**src/hw/timer_map.vh**
```
// register offsets, field positions and timing counts of the timer unit
// assumes: included by the timer unit top, its port checker and the bench
`ifndef TIMER_MAP_VH
`define TIMER_MAP_VH
// ************************************************************
// register byte offsets
// ************************************************************
`define OFS_CTRL 8'h00
`define OFS_NRT 8'h04
`define OFS_GPT 8'h08
`define OFS_WUT 8'h0C
`define OFS_CMD 8'h10
`define OFS_IRQ 8'h14
`define OFS_STAT 8'h18
// ************************************************************
// control register fields
// ************************************************************
`define CTRL_NRT_STEP 0
`define CTRL_NRT_UNCOND 1
`define CTRL_GPT_TRIG_LO 2
`define CTRL_GPT_TRIG_HI 3
`define CTRL_P2P 4
`define CTRL_LOWPWR 5
`define CTRL_WAKEMODE 6
// general purpose trigger codes
`define TRIG_NONE 2'h0
`define TRIG_SOF 2'h1
`define TRIG_EOF 2'h2
`define TRIG_FIELD 2'h3
// ************************************************************
// command codes and interrupt flag positions
// ************************************************************
`define CMD_CLEAR 8'h01
`define CMD_START_NRT 8'h02
`define CMD_START_GPT 8'h03
`define CMD_START_WUT 8'h04
`define IRQ_NRE 0
`define IRQ_GPE 1
`define IRQ_WT 2
// ************************************************************
// tick sizes in carrier periods
// ************************************************************
`define NRT_STEP_SHORT 16'd64
`define NRT_STEP_LONG 16'd4096
`define GPT_STEP 16'd8
`endif

```
**src/hw/reader_protocol_timers.v**
```verilog
// timer unit of the reader front end: no-response, general purpose and wake-up timers
// assumes: ahb-lite slave; framing events are same-clock pulses; rc_clk_en is a
// pulse from the rc oscillator divider, qualified here by the oscillator request
// What this block does
// - no-response timer starts at end of transmission, awaits reply start
// - step bit picks no-response tick of 64 or 4096 carrier periods
// - default mode: timeout raises flag and drops receiver-active
// - default mode: reply start before timeout stops timer, no flag
// - unconditional mode: flag always on expiry; clear does not stop it
// - unconditional timeout drops receiver-active only if no reply in progress
// - no-response timeout has its own flag in the timer interrupt register
// - start command starts no-response timer, restarting if running
// - peer mode ignores the no-response start command
// - peer mode: timeout before peer field on raises flag
// - general timer triggered at sof or eof as set, flags expiry
// - peer mode: general timer times field switching off
// - start command starts general timer, restarting if running
// - wake-up start command accepted except in wake-up mode
// - wake-up start runs rc clock, expiry sets wake-up flag
// - only wake-up timer runs in low power; others are halted
// - clear stops all timers but wake-up, and unconditional no-response
//
// The address map and the AHB-Lite interface to the registers were chosen for this implementation.
`timescale 1ns/1ns
`default_nettype none
`include "timer_map.vh"
module reader_protocol_timers #(
   parameter NRT_WIDTH = 16,
   parameter GPT_WIDTH = 16,
   parameter WUT_WIDTH = 8
) (
   // ahb-lite slave
   input wire hclk,
   input wire hresetn,
   input wire hsel,
   input wire [7:0] haddr,
   input wire [1:0] htrans,
   input wire hwrite,
   input wire [2:0] hsize,
   input wire [31:0] hwdata,
   input wire hready,
   output reg [31:0] hrdata,
   output wire hreadyout,
   output wire hresp,
   // clock enables
   input wire carrier_clock,
   input wire rc_clk_en,
   // framing events
   input wire tx_end,
   input wire rx_sof,
   input wire rx_eof,
   input wire rx_busy,
   input wire peer_field_on,
   input wire peer_field_off,
   // outputs
   output reg rx_on,
   output wire rc_osc_on,
   output wire wakeup_expiry_flag
);
   // ************************************************************
   // registers
   // ************************************************************
   reg [6:0] ctrl;
   reg [NRT_WIDTH-1:0] nrt_dur;
   reg [GPT_WIDTH-1:0] gpt_dur;
   reg [WUT_WIDTH-1:0] wut_dur;
   reg [2:0] irq;
   reg wr_pend;
   reg rd_pend;
   reg [7:0] addr_q;
   reg [15:0] nrt_pre;
   reg [15:0] gpt_pre;
   reg reply_seen;
   reg car_s1, car_s2, car_s3;
   wire nrt_run, gpt_run, wut_run;
   wire nrt_exp, gpt_exp, wut_exp;

   function is_word;
      input [7:0] a;
      input [7:0] ofs;
      is_word = (a == ofs);
   endfunction

   // ************************************************************
   // bus slave: zero wait states, always okay
   // ************************************************************
   assign hreadyout = 1'b1;
   assign hresp = 1'b0;
   wire take = hsel && hready && htrans[1];
   always @(posedge hclk or negedge hresetn) begin
      if (!hresetn) begin
         wr_pend <= 1'b0;
         rd_pend <= 1'b0;
         addr_q <= 8'h00;
      end else begin
         wr_pend <= take && hwrite;
         rd_pend <= take && !hwrite;
         if (take)
            addr_q <= haddr;
      end
   end
   wire cmd_wr = wr_pend && is_word(addr_q, `OFS_CMD);
   wire [7:0] cmd = hwdata[7:0];
   wire lowpwr = ctrl[`CTRL_LOWPWR];
   wire p2p = ctrl[`CTRL_P2P];
   wire uncond = ctrl[`CTRL_NRT_UNCOND];
   wire clear_cmd = cmd_wr && (cmd == `CMD_CLEAR);
   // write-one-to-clear; a flag set in the same cycle wins
   wire [2:0] irq_set = {wut_exp, gpt_exp, nrt_exp};
   wire [2:0] irq_clr = (wr_pend && is_word(addr_q, `OFS_IRQ)) ? hwdata[2:0] : 3'h0;
   always @(posedge hclk or negedge hresetn) begin
      if (!hresetn) begin
         ctrl <= 7'h00;
         nrt_dur <= {NRT_WIDTH{1'b0}};
         gpt_dur <= {GPT_WIDTH{1'b0}};
         wut_dur <= {WUT_WIDTH{1'b0}};
         irq <= 3'h0;
      end else begin
         if (wr_pend && is_word(addr_q, `OFS_CTRL))
            ctrl <= hwdata[6:0];
         if (wr_pend && is_word(addr_q, `OFS_NRT))
            nrt_dur <= hwdata[NRT_WIDTH-1:0]; // stopped-only use assumed
         if (wr_pend && is_word(addr_q, `OFS_GPT))
            gpt_dur <= hwdata[GPT_WIDTH-1:0];
         if (wr_pend && is_word(addr_q, `OFS_WUT))
            wut_dur <= hwdata[WUT_WIDTH-1:0];
         irq <= (irq & ~irq_clr) | irq_set;
      end
   end
   // read mux, data held in a flop during the data phase
   always @(posedge hclk or negedge hresetn) begin
      if (!hresetn) begin
         hrdata <= 32'h0;
      end else if (take && !hwrite) begin
         case (haddr)
            `OFS_CTRL: hrdata <= {25'h0, ctrl};
            `OFS_NRT: hrdata <= {{(32-NRT_WIDTH){1'b0}}, nrt_dur};
            `OFS_GPT: hrdata <= {{(32-GPT_WIDTH){1'b0}}, gpt_dur};
            `OFS_WUT: hrdata <= {{(32-WUT_WIDTH){1'b0}}, wut_dur};
            `OFS_IRQ: hrdata <= {29'h0, irq};
            `OFS_STAT: hrdata <= {27'h0, rx_on, reply_seen, wut_run, gpt_run, nrt_run};
            default: hrdata <= 32'h0;
         endcase
      end
   end
   assign wakeup_expiry_flag = irq[`IRQ_WT];

   // ************************************************************
   // carrier tick prescaler
   // ************************************************************
   // carrier input is a pin: sync first, then edge detect on stages two and three
   always @(posedge hclk or negedge hresetn) begin
      if (!hresetn) begin
         car_s1 <= 1'b0;
         car_s2 <= 1'b0;
         car_s3 <= 1'b0;
      end else begin
         car_s1 <= carrier_clock;
         car_s2 <= car_s1;
         car_s3 <= car_s2;
      end
   end
   // crystal stopped in low power, so no carrier ticks there
   wire car_edge = car_s2 && !car_s3 && !lowpwr;
   wire [15:0] nstep = ctrl[`CTRL_NRT_STEP] ? `NRT_STEP_LONG : `NRT_STEP_SHORT;

   // ************************************************************
   // no-response timer
   // ************************************************************
   // in peer mode the reply start is the peer switching its field on
   wire reply_start = p2p ? peer_field_on : rx_sof;
   wire nrt_cmd = cmd_wr && (cmd == `CMD_START_NRT) && !p2p;
   wire nrt_start = (tx_end && !lowpwr) || nrt_cmd;
   // default mode: reply start halts the timer before it can flag
   wire nrt_stop = (!uncond && reply_start) || (clear_cmd && !uncond) || lowpwr;
   // prescaler restarts with the timer so the first tick is a whole step, not a stub
   always @(posedge hclk or negedge hresetn) begin
      if (!hresetn)
         nrt_pre <= 16'h0;
      else if (nrt_start)
         nrt_pre <= 16'h0;
      else if (car_edge)
         nrt_pre <= nrt_pre + 16'h1;
   end
   wire nrt_tick = car_edge && ((nrt_pre & (nstep - 16'h1)) == (nstep - 16'h1));
   always @(posedge hclk or negedge hresetn) begin
      if (!hresetn)
         reply_seen <= 1'b0;
      else if (nrt_start)
         reply_seen <= 1'b0;
      else if (reply_start)
         reply_seen <= 1'b1;
   end
   tick_timer #(.WIDTH(NRT_WIDTH)) u_nrt (
      .hclk(hclk),
      .hresetn(hresetn),
      .start(nrt_start),
      .stop(nrt_stop),
      .tick(nrt_tick),
      .duration(nrt_dur),
      .running(nrt_run),
      .expire(nrt_exp) // flag raised in both modes and in peer mode
   );
   // receiver gating: open at end of transmission, forced low on timeout unless unconditional with a reply in progress
   always @(posedge hclk or negedge hresetn) begin
      if (!hresetn)
         rx_on <= 1'b0;
      else if (nrt_exp && !(uncond && rx_busy))
         rx_on <= 1'b0;
      else if (tx_end)
         rx_on <= 1'b1;
   end

   // ************************************************************
   // general purpose timer
   // ************************************************************
   reg gpt_trig;
   always @* begin
      case (ctrl[`CTRL_GPT_TRIG_HI:`CTRL_GPT_TRIG_LO])
         `TRIG_SOF: gpt_trig = rx_sof;
         `TRIG_EOF: gpt_trig = rx_eof;
         `TRIG_FIELD: gpt_trig = p2p && peer_field_off;
         default: gpt_trig = 1'b0;
      endcase
   end
   wire gpt_start = (gpt_trig && !lowpwr) || (cmd_wr && (cmd == `CMD_START_GPT));
   // own prescaler, aligned to each start like the no-response one
   always @(posedge hclk or negedge hresetn) begin
      if (!hresetn)
         gpt_pre <= 16'h0;
      else if (gpt_start)
         gpt_pre <= 16'h0;
      else if (car_edge)
         gpt_pre <= gpt_pre + 16'h1;
   end
   wire gpt_tick = car_edge && ((gpt_pre & (`GPT_STEP - 16'h1)) == (`GPT_STEP - 16'h1));
   tick_timer #(.WIDTH(GPT_WIDTH)) u_gpt (
      .hclk(hclk),
      .hresetn(hresetn),
      .start(gpt_start),
      .stop(clear_cmd || lowpwr),
      .tick(gpt_tick),
      .duration(gpt_dur),
      .running(gpt_run),
      .expire(gpt_exp)
   );

   // ************************************************************
   // wake-up timer on the rc oscillator enable
   // ************************************************************
   wire wut_start = cmd_wr && (cmd == `CMD_START_WUT) && !ctrl[`CTRL_WAKEMODE];
   assign rc_osc_on = wut_run; // rc oscillator requested while timing
   tick_timer #(.WIDTH(WUT_WIDTH)) u_wut (
      .hclk(hclk),
      .hresetn(hresetn),
      .start(wut_start),
      .stop(1'b0), // clear never stops it
      .tick(rc_clk_en && rc_osc_on),
      .duration(wut_dur),
      .running(wut_run),
      .expire(wut_exp)
   );
endmodule
`default_nettype wire

```
**src/hw/tick_timer.v**
```verilog
// one down-counting timer that counts ticks and reports expiry
// assumes: tick is a one-cycle enable pulse on the same clock
`timescale 1ns/1ns
`default_nettype none
module tick_timer #(
   parameter WIDTH = 16
) (
   // clock and reset
   input wire hclk,
   input wire hresetn,
   // control
   input wire start,
   input wire stop,
   input wire tick,
   input wire [WIDTH-1:0] duration,
   // state
   output reg running,
   output reg expire
);
   reg [WIDTH-1:0] count;
   // start reloads even while running, so a restart extends the timeout
   always @(posedge hclk or negedge hresetn) begin
      if (!hresetn) begin
         count <= {WIDTH{1'b0}};
         running <= 1'b0;
         expire <= 1'b0;
      end else begin
         expire <= 1'b0;
         if (start) begin
            count <= duration;
            running <= (duration != {WIDTH{1'b0}});
         end else if (stop) begin
            running <= 1'b0;
         end else if (running && tick) begin
            if (count <= {{(WIDTH-1){1'b0}}, 1'b1}) begin
               running <= 1'b0; // count reached: expire
               expire <= 1'b1;
            end else begin
               count <= count - {{(WIDTH-1){1'b0}}, 1'b1};
            end
         end
      end
   end
endmodule
`default_nettype wire

```
**config.mk**
```make
export PLATFORM = sky130hd
export DESIGN_NAME = reader_protocol_timers
export DESIGN_NICKNAME = d
export VERILOG_FILES = /design/src/hw/reader_protocol_timers.v /design/src/hw/tick_timer.v
export VERILOG_INCLUDE_DIRS = /design/src /design/src/hw
export SDC_FILE = /design/constraint.sdc
export NUM_CORES = 1
export LEC_CHECK = 0
export BUFFER_PORTS_ARGS = -buffer_cell sky130_fd_sc_hd__buf_2
export CAP_MARGIN = 20
export CORE_ASPECT_RATIO = 0.75
export CORE_MARGIN = 3
export CORE_UTILIZATION = 40
export DETAILED_ROUTE_END_ITERATION = 12
export PLACE_DENSITY = 0.64
export SLEW_MARGIN = 20
export SYNTH_ARGS = -nofsm -noshare
export SYNTH_HDL_FRONTEND = slang
export SYNTH_SLANG_ARGS = --single-unit
```
**constraint.sdc**
```tcl
create_clock -name hclk -period 3.33 [get_ports hclk]
set_clock_uncertainty 0.1 [all_clocks]
set_input_delay 0.1665 -clock hclk [delete_from_list [all_inputs] [get_ports hclk]]
set_output_delay 0.1665 -clock hclk [all_outputs]
set_load 0.005 [all_outputs]
```
**After elaboration in Yosys (flattened, before gate mapping)**

Cells that the tools add are included.
Widths: inputs -> output; s select.

- Memories kept: 0
- Input port bits: 58
- ROM bits: 0
- Memory bits (writable): 0
- Bits in registers: 174
- Bits in latches: 0

- Reduce and logical (&&, ||, !) cells: 66
- Mux-type cells: 46
- Bitwise gates (word level): 4
- Eq/ne operators: 24
- Magnitude comparators: 3
- Divide/modulo/power cells: 0
- Multiply operators: 0
- Shift-type cells: 0
- Add/subtract/negate cells: 6

Operators with widths:

| kind | count |
|---|---|
| $mux 16 | 12 |
| $pmux 16 s6 | 1 |
| $add 16x1->16 const B | 2 |
| $eq 8x4->1 const B | 4 |
| $eq 8x5->1 const B | 4 |
| $le 16x1->1 const B | 2 |
| $reduce_bool 16->1 | 2 |
| $sub 16x1->16 const B | 2 |
| $logic_and 1x1->1 | 31 |
| $mux 1 | 27 |
| $eq 8x3->1 const B | 3 |
| $mux 8 | 3 |
| $and 16x16->16 | 1 |
| $eq 16x16->1 | 1 |
| $eq 8x2->1 const B | 2 |
| $logic_not 8->1 | 2 |
| $reduce_bool 2->1 | 8 |
| $sub 13x1->14 const B | 1 |
| $mux 13 | 1 |
| $reduce_bool 3->1 | 4 |
| $eq 8x1->1 const B | 1 |
| $le 8x1->1 const B | 1 |
| $ne 2x2->1 const B | 4 |
| $reduce_and 2->1 | 4 |
| other kinds (14) | 26 |

**Logic depth before layout (Yosys ltp)**

- Depth in word-level cells: 9
- Mapped depth: 10

**Modules after synthesis**

A second synthesis with hierarchy kept.

- Cells, all modules: 721
- Area total of the unflattened synthesis: 7727.4 um^2

Modules (own cells, without submodules):

| module | area each (um^2) | cells each | instances |
|---|---|---|---|
| reader_protocol_timers | 4516.8 | 360 | 1 |
| tick_timer (u_gpt ...) | 1282.5 | 147 | 2 |
| tick_timer (u_wut) | 645.6 | 67 | 1 |

**Worst setup path before layout**

OpenSTA, ideal clock, no wires.

- Path kind: flip-flop to flip-flop
- From: register addr_q[3]
- To: register u_gpt.count[11]
- Data required time: 3.093 ns
- Arrival time: 2.325 ns
- Library setup time: 0.137 ns
- Cell stages (with the launch flop): 9
- Setup slack: 0.769 ns
- Period minus slack after synthesis: 2.561 ns
- Path through: dfrtp_1 > buf_6 > or4b_4 > or4_4 > nor2_1 > buf_2 > nor3_1 > xnor2_1 > a21oi_1

- Cells in the longest elaborated chain, start to end: 6

RTL lines:

| what | RTL line | text |
|---|---|---|
| from (decl) | reader_protocol_timers.v:70 | `reg [7:0] addr_q;` |
| from (signal assigned) | reader_protocol_timers.v:99 | `addr_q <= haddr;` |
| $eq 8x5->1 (*) | reader_protocol_timers.v:81 | `is_word = (a == ofs);` |
| $logic_and 1x1->1 (*) | reader_protocol_timers.v:102 | `` wire cmd_wr = wr_pend && is_word(addr_q, `OFS_CMD); `` |
| $logic_and 1x1->1, on equally long branches | reader_protocol_timers.v:226, reader_protocol_timers.v:107 |  |
| $logic_or 1x1->1, on equally long branches | reader_protocol_timers.v:226, reader_protocol_timers.v:241 |  |
| $ne 2x2->1 (no source line) / $reduce_bool 2->1 (equally long branches) | -- |  |
| $reduce_and 3->1 (no source line) | -- |  |
| to (signal assigned) | tick_timer.v:24 | `count <= {WIDTH{1'b0}};` |
| to (signal assigned) | tick_timer.v:30 | `count <= duration;` |
| to (signal assigned) | tick_timer.v:39 | `count <= count - {{(WIDTH-1){1'b0}}, 1'b1};` |
| to (decl) | tick_timer.v:20 | `reg [WIDTH-1:0] count;` |

Every way passes the cells marked *; elsewhere a longest branch is shown, timed or not.
A chain may end at the register's enable or synchronous reset.

**Worst setup path after layout**

- From: register addr_q[1]
- To: register u_gpt.count[6]

The elaborated chain is that of the path after synthesis.

==> metrics <==
status finished clean; met2 routed WL 8310 µm; Max Slew Vio Count 0; pwr dens 557 nW/µm²; crit-path max FO 12; ant diodes 0; Synth Flop Type dfrtp_1; Starting Density 0.417; adder-cell share of the synthesized area 0.0157; H-tree depth 4; Via Count 5589; crit path from addr_q[1]; initial antenna violation count 0; r2r startpoint addr_q[1]; ys async rst share 1.00; RSZ-0062 raised after global routing false; Clock power frac 0.420; min cycle time layout 2920 ps; Final Hold Vio Count 0; cts bufs inserted 17; EDFF count, synth 0; Leak Pwr 0.00369 µW; fill count 1572; largest net degree at the start of global routing 85; hold depth 3; top post-synthesis cells by area dfrtp_1, mux2_2, nand2_1, xnor2_1, nor2_1; clk root buf clkbuf_16; WL final 18300 µm; worst setup margin 406 ps; Data arrival, critical path 3120 ps; Mean Syn Cell Area 10.5 µm²; WHS 32.8 ps; TNS Setup 0 ps; IO buf count 56; CTS tree built; combinational power share 0.127; crit path max-delay cell type or4b_1; worst vdd ir 0.308 mV; Die Width 160 µm; routability cong. 0.906; P&R area growth vs syn 18.9%; critical path, cell by cell or4b_1, or4_4, nor2_1, buf_4, nor3b_1, xnor2_1, a21oi_1; type of the worst min-delay path input port to flip-flop; top layer in use met4; Rows 41; net load switching power 1300 µW; post-synth cell types 57; Max clock buf depth 2; vias per cell 5.52; Int Pwr 3440 µW; max cap viols 0; area leader, netlist dfrtp_1; Worst Setup End Kind flip-flop; layout cells sized above 1 0.219; hold wc startpoint peer_field_on; Starting DRT DRC Count 436; first-pass GRT wire length 29500 µm; post-place setup slack 464 ps; clk_lat worst skew 430 ps; Pre-Repair DR Iteration Count 5; DR WL met3 1410 µm; Congestion Overflow GR 0; Critical Path RT 3530 ps; Yosys reg bits 141; critical path type flip-flop to flip-flop; Core ar. 17200 µm²; final setup vio count 0; Avg WL per Cell 18.1 µm; Boundary Pins 95; mapped cell area 7160 µm²; Reg2Reg Depth 7; wl on met1 8440 µm; Synth top area share 0.493; ANT nets after route 0; Largest stage delay, worst path 630 ps; DRC 0; Compound-Gate Fraction of Synth Area 0.0914; Syn Inst Count 683; relative slew slack 0.348; Seq/Total Area, Yosys 0.493; total power 4740 µW; mux share of post-synthesis cell area 0.107; Clock Sinks 141; NumNets Final 831; Die ar. 19600 µm²; simple-gate portion of the synthesized area 0.185; gr usage total 0.194; Seq pwr share 0.452; Least-Margin Pin Slew 979 ps; hpwl dp 13200 µm; CP startpoint kind flip-flop; Die Ht 122 µm; period utilisation layout 0.878; Synth Area in XOR/XNOR 0.0575; post-CTS setup buffers 0; Synth warnings 0; Sw Share 0.275; vias in the first global route 5381; main combinational cell family by area after synthesis simple AND/OR/NAND/NOR gates; Clk pin slew, worst setup/hold paths 60 ps; FMAX 342 MHz
cell type report:
type / count / area (µm²) / area share
well taps: 236 / 295 / 0.0347
clock buffers: 18 / 439 / 0.0516
flip-flops and latches: 141 / 3530 / 0.415
clock inverters: 14 / 183 / 0.0215
repair buffers: 96 / 669 / 0.0786
multi-input cells: 492 / 3340 / 0.392
inverters: 16 / 60.1 / 0.00706
worst max-delay path: cells and delay by family (launching register included):
family	cells	cell delay, ps
XOR/XNOR	1	210
flip-flops	1	380
AO/OA/AOI/OAI	1	100
AND/OR/NAND/NOR	4	1730
buffers and inverters	1	280
cells in the final DEF, fill, tap and decap left out, types with 3 or more instances in the layout:
cell type,Yosys,final
a22o_1,3,3
nor2b_1,4,4
dlygate4sd3_1,0,28
nor4_1,21,21
inv_6,0,4
nor2_1,53,52
o31ai_1,11,11
conb_1,2,18
and4_1,3,3
nand3_1,29,29
buf_4,20,11
and3_1,8,8
mux2_2,52,52
nor3_1,18,18
buf_2,8,55
dfrtp_1,141,141
clkbuf_16,0,17
nand4_1,5,5
mux4_2,7,7
inv_1,16,16
xnor2_1,26,26
a21oi_1,32,32
nand4b_1,3,3
a21o_1,3,3
clkinv_4,0,3
a22oi_1,11,11
nand2_1,62,62
o21ai_1,3,3
ha_1,9,9
a41o_1,3,3
nor4b_1,6,6
or4_1,11,11
or3_1,9,9
xor2_1,21,21
nand2b_1,3,3
o21ai_0,28,28
bufinv_16,0,3
registers in the layout, summed over array words and instances, names as in the netlist, 7 cells and up:
name and count:
u_wut.count 8, wut_dur 8, hrdata 16, u_nrt.count 16, nrt_pre 12, nrt_dur 16
gpt_dur 16, ctrl 7, addr_q 8, u_gpt.count 16
per-stage QoR:
| step | utilization | cell area [µm²] | cells |
|---|---|---|---|
| floorplan | - | 7220 | 699 |
| global placement | 0.443 | 7610 | 953 |
| detailed placement | 0.443 | 7610 | 953 |
| CTS | 0.495 | 8510 | 1013 |
| global route | 0.495 | 8510 | 1013 |
| finish | 0.495 | 8510 | 1013 |
cell usage after synthesis (3+ instances only):
| master | n |
|---|---|
| a21o_1 | 3 |
| a21oi_1 | 32 |
| a22o_1 | 3 |
| a22oi_1 | 11 |
| a41o_1 | 3 |
| and3_1 | 8 |
| and4_1 | 3 |
| buf_2 | 8 |
| buf_4 | 20 |
| buf_6 | 3 |
| clkbuf_1 | 19 |
| dfrtp_1 | 141 |
| ha_1 | 9 |
| inv_1 | 16 |
| mux2_2 | 52 |
| mux4_2 | 7 |
| nand2_1 | 62 |
| nand2b_1 | 3 |
| nand3_1 | 29 |
| nand4_1 | 5 |
| nand4b_1 | 3 |
| nor2_1 | 53 |
| nor2b_1 | 4 |
| nor3_1 | 18 |
| nor4_1 | 21 |
| nor4b_1 | 6 |
| o21ai_0 | 28 |
| o21ai_1 | 3 |
| o31ai_1 | 11 |
| or3_1 | 9 |
| or4_1 | 11 |
| xnor2_1 | 26 |
| xor2_1 | 21 |
path summary, 6_finish.rpt:
kind | slack, ps | end
worst max-delay path | 410 | u_gpt.count[6]
worst min-delay path | 30 | reply_seen
worst max register to register | 410 | u_gpt.count[6]
worst min register to register | 250 | car_s2
max in group asynchronous | 2060 | wut_dur[0]
min in group asynchronous | 280 | hrdata[10]
power groups by stage:
stage                     registers [µW]  clock network, µW  logic [µW]
final                               2140               1990         603
after global routing                2170               2110         676
after CTS                           2140               2030         604
after detailed placement            2170                  0         573
after global placement              2150                  0         551
after floorplan                     2090                  0         433
cell families after synthesis:
| logic type | after synthesis |
|---|---|
| mux | 61 |
| simple gates | 252 |
| xor+xnor | 47 |
| other cells | 2 |
| flops | 141 |
| fa+ha+maj | 9 |
| compound gates | 105 |
| buf+inv | 66 |
metal layers:
metal  GRT usage  up-vias
met5           0        -
met4      0.0412        0
met3      0.0527       16
met2       0.292      205
met1       0.281     2780
li1            -     2588
timing repair:
item,4_1_cts,5_1_grt
hold buffers,28,0
endpoints found under the hold margin,132,0
gates resized for setup,0,0
endpoints found under the setup margin,0,0
(Power assumes the default switching activity.)
